[src/tsm_pkg.sv]
package tsm_pkg;
  // ==========================================================
  // register offsets
  localparam logic [7:0] ADDR_ID      = 8'h01;
  localparam logic [7:0] ADDR_HI_LIM  = 8'h02;
  localparam logic [7:0] ADDR_LO_LIM  = 8'h03;
  localparam logic [7:0] ADDR_CTRL    = 8'h04;
  localparam logic [7:0] ADDR_STATUS  = 8'h05;
  localparam logic [7:0] ADDR_DATA_LO = 8'h06;
  localparam logic [7:0] ADDR_DATA_HI = 8'h07;
  // ==========================================================
  // field positions and reset values
  localparam int         CTRL_TRIG_BIT    = 0;
  localparam int         CTRL_RUN_BIT     = 2;
  localparam int         CTRL_AUTOINC_BIT = 3;
  localparam int         CTRL_RATE_LSB    = 4;
  localparam int         CTRL_HOLD_BIT    = 6;
  localparam logic [7:0] CTRL_WR_MASK     = 8'h7D;
  localparam int         STAT_BUSY_BIT    = 0;
  localparam int         STAT_OVER_BIT    = 1;
  localparam int         STAT_UNDER_BIT   = 2;
  localparam logic [7:0] CTRL_RESET       = 8'h00;
  localparam logic [7:0] LIMIT_RESET      = 8'h00;
  localparam logic [15:0] DATA_RESET      = 16'h0000;
  // identity value is arbitrary
  localparam logic [7:0] ID_VALUE_DEFAULT = 8'h5A;
  // ==========================================================
  // serial bus addresses, selected by the address pin
  localparam logic [6:0] BUS_ADDR_SEL_HI = 7'h38;
  localparam logic [6:0] BUS_ADDR_SEL_LO = 7'h3F;
  // ==========================================================
  // threshold scale: (value - 63) * 0.64 degC, result lsb 0.01 degC
  localparam logic [8:0] THR_OFFSET    = 9'h03F;
  localparam int         THR_STEP_LOG2 = 6;
  // ==========================================================
  // timing
  localparam int CLK_HZ          = 125000000;
  localparam int ODR_MAX_HZ      = 200;
  localparam int CONV_TIME_US    = 1000;
  localparam int ODR_BASE_CYCLES = CLK_HZ / ODR_MAX_HZ;
  localparam int CONV_CYCLES     = (CLK_HZ / 1000000) * CONV_TIME_US;
  localparam int CNT_W           = 24;
  // ==========================================================
  typedef enum logic [2:0] {
    M_OFF    = 3'b001,
    M_SINGLE = 3'b010,
    M_RUN    = 3'b100
  } tsm_mode_t;
  typedef enum logic [4:0] {
    I_IDLE = 5'b00001,
    I_ADDR = 5'b00010,
    I_REGA = 5'b00100,
    I_WR   = 5'b01000,
    I_RD   = 5'b10000
  } tsm_bus_t;
endpackage

[src/tsm_sensor_ctrl.sv]
// Function
// - identity register returns fixed value
// - run bit zero means power-down, no conversions
// - power-down keeps data, bus stays usable
// - reset enters power-down
// - trigger in power-down makes one conversion
// - busy reads one during single conversion
// - data frozen until next trigger
// - run bit one samples repeatedly
// - rate field picks 25/50/100/200 Hz
// - 16-bit signed result, low at 6
// - one count is 0.01 degC
// - thresholds at 2,3; both zero disables
// - threshold equals (value-63) times 0.64
// - alert held low after limit crossing
// - status read releases alert, re-asserts later
// - limit flags clear on status read
// - busy reads zero in continuous mode
// - hold option freezes data until read
`timescale 1ns/10ps
module tsm_sensor_ctrl
  import tsm_pkg::*;
#(
  parameter int         ODR_BASE = ODR_BASE_CYCLES,
  parameter int         CONV_CYC = CONV_CYCLES,
  parameter logic [7:0] ID_VALUE = ID_VALUE_DEFAULT
) (
  input  logic        core_clk,
  input  logic        rst_n,
  input  logic        scl_in,
  input  logic        sda_in,
  output logic        sda_out,
  output logic        sda_oe,
  input  logic        addr_sel_in,
  output logic        alert_out,
  output logic        alert_oe,
  output logic        chain_enable,
  input  logic [15:0] sense_data
);
  // ==========================================================
  // declarations
  logic [1:0]       scl_sync;
  logic [1:0]       sda_sync;
  logic [1:0]       sel_sync;
  logic             scl_d;
  logic             sda_d;
  logic             scl_rise;
  logic             scl_fall;
  logic             bus_start;
  logic             bus_stop;
  tsm_bus_t         bus_st;
  logic [3:0]       bit_cnt;
  logic             ack_ph;
  logic             rw_bit;
  logic             nack;
  logic [7:0]       shreg;
  logic [7:0]       tx;
  logic [7:0]       ptr;
  logic             wr_pulse;
  logic [7:0]       wr_addr;
  logic [7:0]       wr_data;
  logic             rd_pulse;
  logic [7:0]       rd_addr;
  logic [7:0]       rd_byte;
  logic [7:0]       ctrl;
  logic [7:0]       hi_lim;
  logic [7:0]       lo_lim;
  tsm_mode_t        mode;
  logic [CNT_W-1:0] cnt;
  logic [CNT_W-1:0] period_last;
  logic             conv_done;
  logic [15:0]      temp;
  logic             hold_lock;
  logic             over_flag;
  logic             under_flag;
  logic             status_clr;
  logic             lim_on;
  logic             over_now;
  logic             under_now;
  logic [6:0]       dev_addr;

  // threshold register mapped into result scale
  function automatic logic signed [16:0] thr_scale(input logic [7:0] v);
    logic [8:0] diff;
    diff = {1'b0, v} - THR_OFFSET;
    return {{2{diff[8]}}, diff, {THR_STEP_LOG2{1'b0}}};
  endfunction

  // ==========================================================
  // pin synchronisers and edge detection
  always_ff @(posedge core_clk) begin
    if (!rst_n) begin
      scl_sync <= 2'b11;
      sda_sync <= 2'b11;
      sel_sync <= 2'b00;
      scl_d    <= 1'b1;
      sda_d    <= 1'b1;
    end else begin
      scl_sync <= {scl_sync[0], scl_in};
      sda_sync <= {sda_sync[0], sda_in};
      sel_sync <= {sel_sync[0], addr_sel_in};
      scl_d    <= scl_sync[1];
      sda_d    <= sda_sync[1];
    end
  end

  assign scl_rise  = scl_sync[1] & ~scl_d;
  assign scl_fall  = ~scl_sync[1] & scl_d;
  assign bus_start = scl_sync[1] & scl_d & sda_d & ~sda_sync[1];
  assign bus_stop  = scl_sync[1] & scl_d & ~sda_d & sda_sync[1];
  assign dev_addr  = sel_sync[1] ? BUS_ADDR_SEL_HI : BUS_ADDR_SEL_LO;

  // ==========================================================
  // register read mux
  always_comb begin
    unique case (ptr)
      ADDR_ID:      rd_byte = ID_VALUE;
      ADDR_HI_LIM:  rd_byte = hi_lim;
      ADDR_LO_LIM:  rd_byte = lo_lim;
      ADDR_CTRL:    rd_byte = ctrl;
      ADDR_STATUS:  rd_byte = {5'h00, under_flag, over_flag, mode == M_SINGLE};
      ADDR_DATA_LO: rd_byte = temp[7:0];
      ADDR_DATA_HI: rd_byte = temp[15:8];
      default:      rd_byte = 8'h00;
    endcase
  end

  // ==========================================================
  // serial bus slave
  always_ff @(posedge core_clk) begin
    if (!rst_n) begin
      bus_st   <= I_IDLE;
      bit_cnt  <= 4'h0;
      ack_ph   <= 1'b0;
      rw_bit   <= 1'b0;
      nack     <= 1'b0;
      shreg    <= 8'h00;
      tx       <= 8'h00;
      ptr      <= 8'h00;
      sda_oe   <= 1'b0;
      sda_out  <= 1'b0;
      wr_pulse <= 1'b0;
      wr_addr  <= 8'h00;
      wr_data  <= 8'h00;
      rd_pulse <= 1'b0;
      rd_addr  <= 8'h00;
    end else begin
      sda_out  <= 1'b0;
      wr_pulse <= 1'b0;
      rd_pulse <= 1'b0;
      if (bus_start) begin
        bus_st  <= I_ADDR;
        bit_cnt <= 4'h0;
        ack_ph  <= 1'b0;
        sda_oe  <= 1'b0;
      end else if (bus_stop) begin
        bus_st <= I_IDLE;
        sda_oe <= 1'b0;
      end else if (scl_rise && bus_st != I_IDLE) begin
        if (bit_cnt < 4'h8) begin
          shreg   <= {shreg[6:0], sda_sync[1]};
          bit_cnt <= bit_cnt + 4'h1;
        end else if (bus_st == I_RD) begin
          nack    <= sda_sync[1];
          bit_cnt <= 4'h9;
        end
      end else if (scl_fall) begin
        unique case (bus_st)
          I_IDLE: ;
          I_RD: begin
            if (bit_cnt < 4'h8) begin
              sda_oe <= ~tx[6];
              tx     <= {tx[6:0], 1'b0};
            end else if (bit_cnt == 4'h8) begin
              sda_oe <= 1'b0;
            end else if (!nack) begin
              bit_cnt  <= 4'h0;
              tx       <= rd_byte;
              sda_oe   <= ~rd_byte[7];
              rd_pulse <= 1'b1;
              rd_addr  <= ptr;
              ptr      <= ctrl[CTRL_AUTOINC_BIT] ? ptr + 8'h01 : ptr;
            end else begin
              bus_st <= I_IDLE;
              sda_oe <= 1'b0;
            end
          end
          default: begin
            if (bit_cnt == 4'h8 && !ack_ph) begin
              ack_ph <= 1'b1;
              if (bus_st == I_ADDR) begin
                if (shreg[7:1] == dev_addr) begin
                  sda_oe <= 1'b1;
                  rw_bit <= shreg[0];
                end else begin
                  bus_st <= I_IDLE;
                end
              end else if (bus_st == I_REGA) begin
                ptr    <= shreg;
                sda_oe <= 1'b1;
              end else begin
                wr_pulse <= 1'b1;
                wr_addr  <= ptr;
                wr_data  <= shreg;
                sda_oe   <= 1'b1;
              end
            end else if (ack_ph) begin
              ack_ph  <= 1'b0;
              bit_cnt <= 4'h0;
              sda_oe  <= 1'b0;
              if (bus_st == I_ADDR && rw_bit) begin
                bus_st   <= I_RD;
                tx       <= rd_byte;
                sda_oe   <= ~rd_byte[7];
                rd_pulse <= 1'b1;
                rd_addr  <= ptr;
                ptr      <= ctrl[CTRL_AUTOINC_BIT] ? ptr + 8'h01 : ptr;
              end else if (bus_st == I_ADDR) begin
                bus_st <= I_REGA;
              end else if (bus_st == I_REGA) begin
                bus_st <= I_WR;
              end else if (ctrl[CTRL_AUTOINC_BIT]) begin
                ptr <= ptr + 8'h01;
              end
            end
          end
        endcase
      end
    end
  end

  // ==========================================================
  // control and threshold registers
  always_ff @(posedge core_clk) begin
    if (!rst_n) begin
      ctrl   <= CTRL_RESET;
      hi_lim <= LIMIT_RESET;
      lo_lim <= LIMIT_RESET;
    end else begin
      if (conv_done && mode == M_SINGLE) begin
        ctrl[CTRL_TRIG_BIT] <= 1'b0;
      end
      if (wr_pulse && wr_addr == ADDR_CTRL) begin
        ctrl <= wr_data & CTRL_WR_MASK;
      end
      if (wr_pulse && wr_addr == ADDR_HI_LIM) begin
        hi_lim <= wr_data;
      end
      if (wr_pulse && wr_addr == ADDR_LO_LIM) begin
        lo_lim <= wr_data;
      end
    end
  end

  // ==========================================================
  // operating mode and conversion timing
  assign period_last = CNT_W'((ODR_BASE << (2'd3 - ctrl[CTRL_RATE_LSB+:2])) - 1);
  assign conv_done   = (mode == M_SINGLE && cnt == CNT_W'(CONV_CYC - 1))
                     | (mode == M_RUN && ctrl[CTRL_RUN_BIT] && cnt == period_last);

  always_ff @(posedge core_clk) begin
    if (!rst_n) begin
      mode         <= M_OFF;
      cnt          <= '0;
      chain_enable <= 1'b0;
    end else begin
      chain_enable <= (mode != M_OFF);
      unique case (mode)
        M_OFF: begin
          cnt <= '0;
          if (ctrl[CTRL_RUN_BIT]) begin
            mode <= M_RUN;
          end else if (ctrl[CTRL_TRIG_BIT]) begin
            mode <= M_SINGLE;
          end
        end
        M_SINGLE: begin
          cnt <= cnt + 1'b1;
          if (conv_done) begin
            mode <= M_OFF;
          end
        end
        M_RUN: begin
          cnt <= conv_done ? '0 : cnt + 1'b1;
          if (!ctrl[CTRL_RUN_BIT]) begin
            mode <= M_OFF;
          end
        end
      endcase
    end
  end

  // ==========================================================
  // result, limit flags and alert pin
  assign status_clr = rd_pulse && rd_addr == ADDR_STATUS;
  assign lim_on     = (hi_lim != 8'h00) || (lo_lim != 8'h00);
  assign over_now   = lim_on && $signed({sense_data[15], sense_data}) > thr_scale(hi_lim);
  assign under_now  = lim_on && $signed({sense_data[15], sense_data}) < thr_scale(lo_lim);

  always_ff @(posedge core_clk) begin
    if (!rst_n) begin
      temp      <= DATA_RESET;
      hold_lock <= 1'b0;
    end else begin
      if (conv_done && !(ctrl[CTRL_HOLD_BIT] && hold_lock)) begin
        temp <= sense_data;
      end
      if (rd_pulse && rd_addr == ADDR_DATA_LO && ctrl[CTRL_HOLD_BIT]) begin
        hold_lock <= 1'b1;
      end else if ((rd_pulse && rd_addr == ADDR_DATA_HI) || !ctrl[CTRL_HOLD_BIT]) begin
        hold_lock <= 1'b0;
      end
    end
  end

  always_ff @(posedge core_clk) begin
    if (!rst_n) begin
      over_flag  <= 1'b0;
      under_flag <= 1'b0;
      alert_oe   <= 1'b0;
      alert_out  <= 1'b0;
    end else begin
      alert_out  <= 1'b0;
      over_flag  <= (over_flag & ~status_clr) | (conv_done & over_now);
      under_flag <= (under_flag & ~status_clr) | (conv_done & under_now);
      alert_oe   <= (alert_oe & ~status_clr) | (conv_done & (over_now | under_now));
    end
  end

  // ==========================================================
  // checks
  a_busy_cont_zero:
    assert property (@(posedge core_clk) disable iff (!rst_n)
      ctrl[CTRL_RUN_BIT] && mode != M_SINGLE |=> mode != M_SINGLE)
    else $error("busy set in continuous mode");
  a_busy_clear_result:
    assert property (@(posedge core_clk) disable iff (!rst_n)
      mode == M_SINGLE && conv_done |=> mode == M_OFF
        && (temp == $past(sense_data) || $past(ctrl[CTRL_HOLD_BIT] && hold_lock)))
    else $error("busy did not clear with result");
  a_off_holds_data:
    assert property (@(posedge core_clk) disable iff (!rst_n)
      mode == M_OFF |=> $stable(temp))
    else $error("data changed in power-down");
  a_off_no_conv:
    assert property (@(posedge core_clk) disable iff (!rst_n)
      !ctrl[CTRL_RUN_BIT] && !ctrl[CTRL_TRIG_BIT] && mode != M_SINGLE
        |-> !conv_done ##1 mode == M_OFF ##1 !chain_enable)
    else $error("conversion in power-down");
  a_id_read_value:
    assert property (@(posedge core_clk) disable iff (!rst_n)
      rd_pulse && rd_addr == ADDR_ID |-> tx == ID_VALUE)
    else $error("wrong identity byte");
  a_status_releases:
    assert property (@(posedge core_clk) disable iff (!rst_n)
      status_clr && !conv_done |=> !alert_oe && !over_flag && !under_flag)
    else $error("status read did not release alert");
  a_alert_sticky:
    assert property (@(posedge core_clk) disable iff (!rst_n)
      alert_oe && !status_clr |=> alert_oe)
    else $error("alert dropped without status read");
  a_limits_disabled:
    assert property (@(posedge core_clk) disable iff (!rst_n)
      conv_done && hi_lim == 8'h00 && lo_lim == 8'h00 |=> !$rose(alert_oe))
    else $error("alert raised with limits disabled");
  a_reset_off:
    assert property (@(posedge core_clk) !rst_n |=> mode == M_OFF && !chain_enable)
    else $error("not in power-down after reset");
  a_single_once:
    assert property (@(posedge core_clk) disable iff (!rst_n)
      mode == M_SINGLE && conv_done && !(wr_pulse && wr_addr == ADDR_CTRL)
        |=> mode == M_OFF && !ctrl[CTRL_TRIG_BIT])
    else $error("single conversion left to wrong mode");
endmodule
[config.mk]
export PLATFORM = sky130hd
export DESIGN_NAME = tsm_sensor_ctrl
export DESIGN_NICKNAME = d
export VERILOG_FILES = /design/src/tsm_pkg.sv /design/src/tsm_sensor_ctrl.sv
export SDC_FILE = /design/constraint.sdc
export NUM_CORES = 1
export LEC_CHECK = 0
export BUFFER_PORTS_ARGS = -buffer_cell sky130_fd_sc_hd__buf_2
export CORE_UTILIZATION = 47
export DETAILED_ROUTE_END_ITERATION = 8
export PLACE_DENSITY = 0.63
export SLEW_MARGIN = 20
export SYNTH_ARGS = -nofsm -noshare
export SYNTH_HDL_FRONTEND = slang
export SYNTH_SLANG_ARGS = --single-unit
export TNS_END_PERCENT = 100
[constraint.sdc]
create_clock -name core_clk -period 5.4 [get_ports core_clk]
set_input_delay 0.54 -clock core_clk [delete_from_list [all_inputs] [get_ports core_clk]]
set_output_delay 0.54 -clock core_clk [all_outputs]
set_load 0.05 [all_outputs]
## Yosys cells after proc, flatten, opt, wreduce, memory -nomap -nowiden

Index checks and enable logic that the tools add are counted.

- Add/sub/neg operators: 7
- Multipliers: 0
- Divide/modulo/power cells: 0
- Magnitude comparators: 3
- Equal/unequal tests: 56
- Shift-type cells: 1
- Mux-type cells: 82
- Bitwise logic cells: 36
- Reduce and logical (&&, ||, !) cells: 54

Operator list:

| kind | count |
|---|---|
| $mux 8 | 17 |
| $pmux 24 s3 | 1 |
| $eq 8x3->1 const B | 8 |
| $pmux 8 s7 | 1 |
| $mux 5 | 10 |
| $mux 7 | 6 |
| $mux 4 | 9 |
| $ne 3x3->1 const B | 11 |
| $eq 8x2->1 const B | 4 |
| $pmux 8 s2 | 2 |
| $reduce_and 10->1 | 3 |
| $add 24x1->24 const B | 1 |
| $eq 24x17->1 const B | 1 |
| $eq 24x24->1 | 1 |
| $mux 24 | 1 |
| $shl 20x2->24 const A | 1 |
| $sub 24x2->24 const B | 1 |
| $mux 1 | 20 |
| $logic_and 1x1->1 | 18 |
| $not 1->1 | 18 |
| $sub 8x6->9 const B | 2 |
| $gt 16x15->1 | 1 |
| $lt 16x15->1 | 1 |
| $ne 2x2->1 const B | 8 |
| other kinds (49) | 93 |

- Register bits after elaboration: 140
- Latch bits: 0
- Bits in writable memories: 0
- Bits in read-only memories: 0
- Input port bits: 21
- Output and inout bits: 5
- Logic and storage cells: 271
- Memories: 0

## Logic depth before layout (Yosys ltp)

- Depth after elaboration: 11
- Depth in mapped cells: 12
- Gate-level depth less buffers: 11

## Least setup slack after synthesis

No wires, ideal clock.

- Path type: reg2reg
- Start point: register ctrl[4]
- End point: register temp[13]
- Setup time: 0.132 ns
- Arrival time: 2.481 ns
- Required time: 5.268 ns
- Setup slack: 2.787 ns
- Stages on the path, launching flop included: 12
- Path buffers: 1
- Clock period less this slack: 2.613 ns
- Cell sequence: dfxtp_1 -> inv_1 -> ha_1 -> inv_1 -> ha_1 -> xnor2_1 -> a2111oi_0 -> nand4b_1 -> o31a_4 -> buf_6 -> o21ai_0 -> a21oi_1

- Word-level cells in the longest chain between the ends: 7

Ends and longest elaborated chain:

| item | RTL line | source |
|---|---|---|
| start: declaration | tsm_sensor_ctrl.sv:65 | `logic [7:0] ctrl;` |
| start signal: assignment | tsm_sensor_ctrl.sv:244 | `ctrl <= wr_data & CTRL_WR_MASK;` |
| $sub 2x2->2 | tsm_sensor_ctrl.sv:257 | `assign period_last = CNT_W'((ODR_BASE << (2'd3 - ctrl[CTRL_RATE_LSB+:2])) - 1);` |
| $shl 20x2->24 | tsm_sensor_ctrl.sv:257 |  |
| $sub 24x2->24 | tsm_sensor_ctrl.sv:257 |  |
| $eq 24x24->1 | tsm_sensor_ctrl.sv:259 | `\| (mode == M_RUN && ctrl[CTRL_RUN_BIT] && cnt == period_last);` |
| $logic_and 1x1->1 | tsm_sensor_ctrl.sv:259 |  |
| $or 1x1->1 | tsm_sensor_ctrl.sv:259 |  |
| $logic_and 1x1->1 | tsm_sensor_ctrl.sv:305 | `if (conv_done && !(ctrl[CTRL_HOLD_BIT] && hold_lock)) begin` |
| end signal: assignment | tsm_sensor_ctrl.sv:306 | `temp <= sense_data;` |
| end: declaration | tsm_sensor_ctrl.sv:72 | `logic [15:0] temp;` |

Every way passes these cells.
A chain may end at the register's enable or synchronous reset.

## Worst setup path after layout

- Start point: register ctrl[4]
- End point: register over_flag

- Word-level cells in the longest chain between the ends: 8

Ends and longest elaborated chain:

| item | RTL line | source |
|---|---|---|
| $sub 2x2->2 | tsm_sensor_ctrl.sv:257 |  |
| $shl 20x2->24 | tsm_sensor_ctrl.sv:257 |  |
| $sub 24x2->24 | tsm_sensor_ctrl.sv:257 |  |
| $eq 24x24->1 | tsm_sensor_ctrl.sv:259 |  |
| $logic_and 1x1->1 | tsm_sensor_ctrl.sv:259 |  |
| $or 1x1->1 | tsm_sensor_ctrl.sv:259 |  |
| $and 1x1->1 | tsm_sensor_ctrl.sv:324 | `over_flag <= (over_flag & ~status_clr) \| (conv_done & over_now);` |
| $or 1x1->1 | tsm_sensor_ctrl.sv:324 |  |
| end signal: assignment | tsm_sensor_ctrl.sv:324 |  |
| end: declaration | tsm_sensor_ctrl.sv:74 | `logic over_flag;` |

Every way passes these cells.

==> flow_summary.yaml <==
status:
  status: "finished clean"
yosys:
  yosys.area.top_type: "dfxtp_1"
  synth_cell_type_count: 82
  synth_edf_count: 0
  synthCells: 849
  syn_avg_cell_area_sq_um: 8.77
  synthFlopType: "dfxtp_1"
  synth_top_area_share_pct: 37.6
  async_flop_share_pct: 0
  yosysSeqAreaShare_pct: 37.6
  synth-seq-cells: 140
  ys_top_cells_by_area: "dfxtp_1 38%, mux2i_1 7.8%, ha_1 6.6%"
  yosys_warnings: 0
  synthesis.area_sq_um: 7450
cells_and_area:
  syn2layout_area_growth_pct: 11.3
  diodes: 0
  seq_area_sq_um: 2800
  drive_above_1_share_pct: 9.12
  fin_area_sq_um: 8290
  final_nets: 914
  multiInputGateArea_sq_um: 4350
  fillerInstances: 1424
cts:
  clk_latency_ns: 0.42
  postCtsHoldBufs: 0
  post_cts_buffers: 0
  cts_tree: "done"
  cts_resized: 0
  numCtsBuffers: 17
  h-tree-depth: 4
  clockRootBuffer: "clkbuf_16"
  cts.reportedPaths.clkPinSlew_ns: 0.06
  cts.sinks: 140
  cts.path.max_buffers: 2
critical_path:
  cp_data_arrival_time_ns: 3.67
  cp.required_ns: 5.74
  path_max_fanout: 17
  worstSetupPathType: "reg -> reg"
  cp-start-kind: "flop"
  crit_path_end_kind: "flop"
routing:
  wl_per_cell_microns: 17.7
  wirelength_mm: 19.1
  dr.pass1.iters: 5
  wl_met1_mm: 8.77
  met2_wirelength_mm: 8.80
  drtIter0Drc: 585
  postRouteAntennaNets: 0
  routed.top_layer: "met4"
  vias: 6376
  wl_met3_microns: 989
  drc: 0
  vias_per_cell: 5.92
die:
  die_h_microns: 128
  dieArea_sq_um: 16400
  core_region_area_sq_um: 15300
  ios: 26
  initial_core_util_pct: 48.6
  die_w_microns: 128
  rows: 45
grt:
  gr-total-overflow: 0
  grt_max_degree: 92
  grt_use_total_pct: 24.5
  grt_pass1_wl_mm: 31.4
  antenna_found_initial: 0
  first_global_vias: 6057
min_path:
  min_path_type: "in -> reg"
placed_design:
  place_area_sq_um: 7650
  port_buffers: 23
  hpwlAfterDp_mm: 13.6
  routabilityCongestion: 0.871
  place_ws_ns: 2.17
power:
  powerDensity_nw_per_um2: 286
  power_leakage_nw: 2.82
  peakVddDrop_uv: 225
timing:
  slew_headroom_pct: 33.1
  final-setup-viol-count: 0
  final_max_slew_viol_count: 0
  skew_ns: 0.00735
  worstMarginPinSlew_ns: 1.00
  totalNegativeSetupSlack_ns: 0
  fmax_mhz: 301
  finalHoldViolations: 0
  period_share_pct: 61.6
  period_minus_slack_ns: 3.33
  setup_slack_ns: 2.07
  rsz0062_at_grt: "no"
flow_run:
  drv_cap: 0
-- logic make-up (layout without fill, tap and decap cells) --
family          after synthesis  after routing  synth area share [%]
compound gates              170            170                  15.2
xor+xnor                     41             41                  4.82
fa+ha+maj                    39             39                  6.55
buf+inv                      66             82                  4.18
flops                       140            140                  37.6
mux                          60             60                  8.10
other cells                   1              2                0.0503
simple gates                332            332                  23.4
-- path summary, 6_finish.rpt --
check | startpoint | cells after the start | slack [ns] | to
worst max register to register | ctrl[4] | 10 | 2.07 | over_flag
worst max-delay path | ctrl[4] | 10 | 2.07 | over_flag
worst min-delay path | scl_in | 2 | 0.30 | scl_sync[0]
worst min register to register | scl_sync[0] | 1 | 0.41 | scl_sync[1]
-- per-stage QoR --
step / hold WS, ns / power [mW] / cells / utilization (%)
2_1_floorplan: 0.386 / 1.12 / 850 / -
3_3_place_gp: 0.388 / 1.14 / 1046 / 50.0
3_5_place_dp: 0.397 / 1.14 / 1046 / 50.0
4_1_cts: 0.281 / 2.39 / 1077 / 54.1
5_1_grt: 0.294 / 2.44 / 1077 / 54.1
6_report: 0.296 / 2.37 / 1077 / 54.1
-- where the power goes --
| group | internal, mW | switching [mW] | total, mW |
|---|---|---|---|
| clock | 0.810 | 0.446 | 1.26 |
| sequential | 1.04 | 0.00513 | 1.04 |
| combinational | 0.0248 | 0.0502 | 0.0750 |
-- synthesized netlist by cell type (3+ instances only) --
master,n
a2111oi_0,3
a211oi_1,8
a21o_1,4
a21oi_1,44
a221oi_1,7
a22oi_1,14
a31oi_1,8
a32o_1,5
and2_1,4
and3_1,11
and4_1,3
buf_2,5
buf_4,5
clkbuf_1,24
dfxtp_1,140
ha_1,39
inv_1,24
mux2i_1,58
nand2_1,47
nand2b_1,13
nand3_1,40
nand3b_1,4
nand4_1,9
nand4b_1,7
nor2_1,123
nor2b_1,6
nor3_1,10
nor3b_1,10
nor4_1,6
nor4b_1,7
nor4bb_1,3
o211ai_1,3
o21a_1,3
o21ai_0,37
o21ai_1,5
o22ai_1,4
o31ai_1,4
or3_1,5
or4_1,7
xnor2_1,24
xor2_1,17
-- critical path: stages, from the launching register on --
cell and delay, ns:
dfxtp_1 0.48, inv_1 0.17, ha_1 0.27, inv_1 0.08, ha_1 0.23, xnor2_1 0.12, a2111oi_0 0.39, nand4b_1 0.30
o31ai_4 0.76, nand3_1 0.23, o21ai_0 0.21
-- per-layer routing --
| layer | vias up | GRT usage [%] |
|---|---|---|
| met1 | 3048 | 32.3 |
| met4 | 0 | 9.62 |
| met2 | 208 | 39.8 |
| met5 | - | 0 |
| met3 | 39 | 4.51 |
| li1 | 3081 | - |
-- cells in the final DEF (no fill, tap or decap), types with 5 or more instances in the layout --
master     netlist  routed
a211oi_1         8       8
a21oi_1         44      44
a221oi_1         7       7
a22oi_1         14      14
a31oi_1          8       8
a32o_1           5       5
and3_1          11      11
buf_2            5      23
clkbuf_16        0      17
dfxtp_1        140     140
ha_1            39      39
inv_1           24      23
mux2i_1         58      58
nand2_1         47      47
nand2b_1        13      13
nand3_1         40      40
nand4_1          9       9
nand4b_1         7       7
nor2_1         123     123
nor2b_1          6       6
nor3_1          10      10
nor3b_1         10      10
nor4_1           6       6
nor4b_1          7       6
o21ai_0         37      37
o21ai_1          5       5
or3_1            5       5
or4_1            7       7
xnor2_1         24      24
xor2_1          17      17
-- layout make-up --
| cell class | instances | share of cell area, % |
|---|---|---|
| multi-input cells | 644 | 52.5 |
| flip-flops and latches | 140 | 33.8 |
| clock buffers | 22 | 5.72 |
| well taps | 211 | 3.18 |
| clock inverters | 9 | 1.95 |
| repair buffers | 27 | 1.75 |
| inverters | 24 | 1.09 |
-- registers in the layout, summed over array words and instances (netlist names), 2 cells and up --
signal,flops
rd_addr,8
bus_st,5
bit_cnt,4
hi_lim,8
cnt,24
wr_addr,8
ptr,8
lo_lim,8
sda_sync,2
ctrl,6
shreg,8
temp,16
wr_data,8
sel_sync,2
scl_sync,2
mode,3
tx,7
No activity file was read; power rests on OpenSTA's default activity.
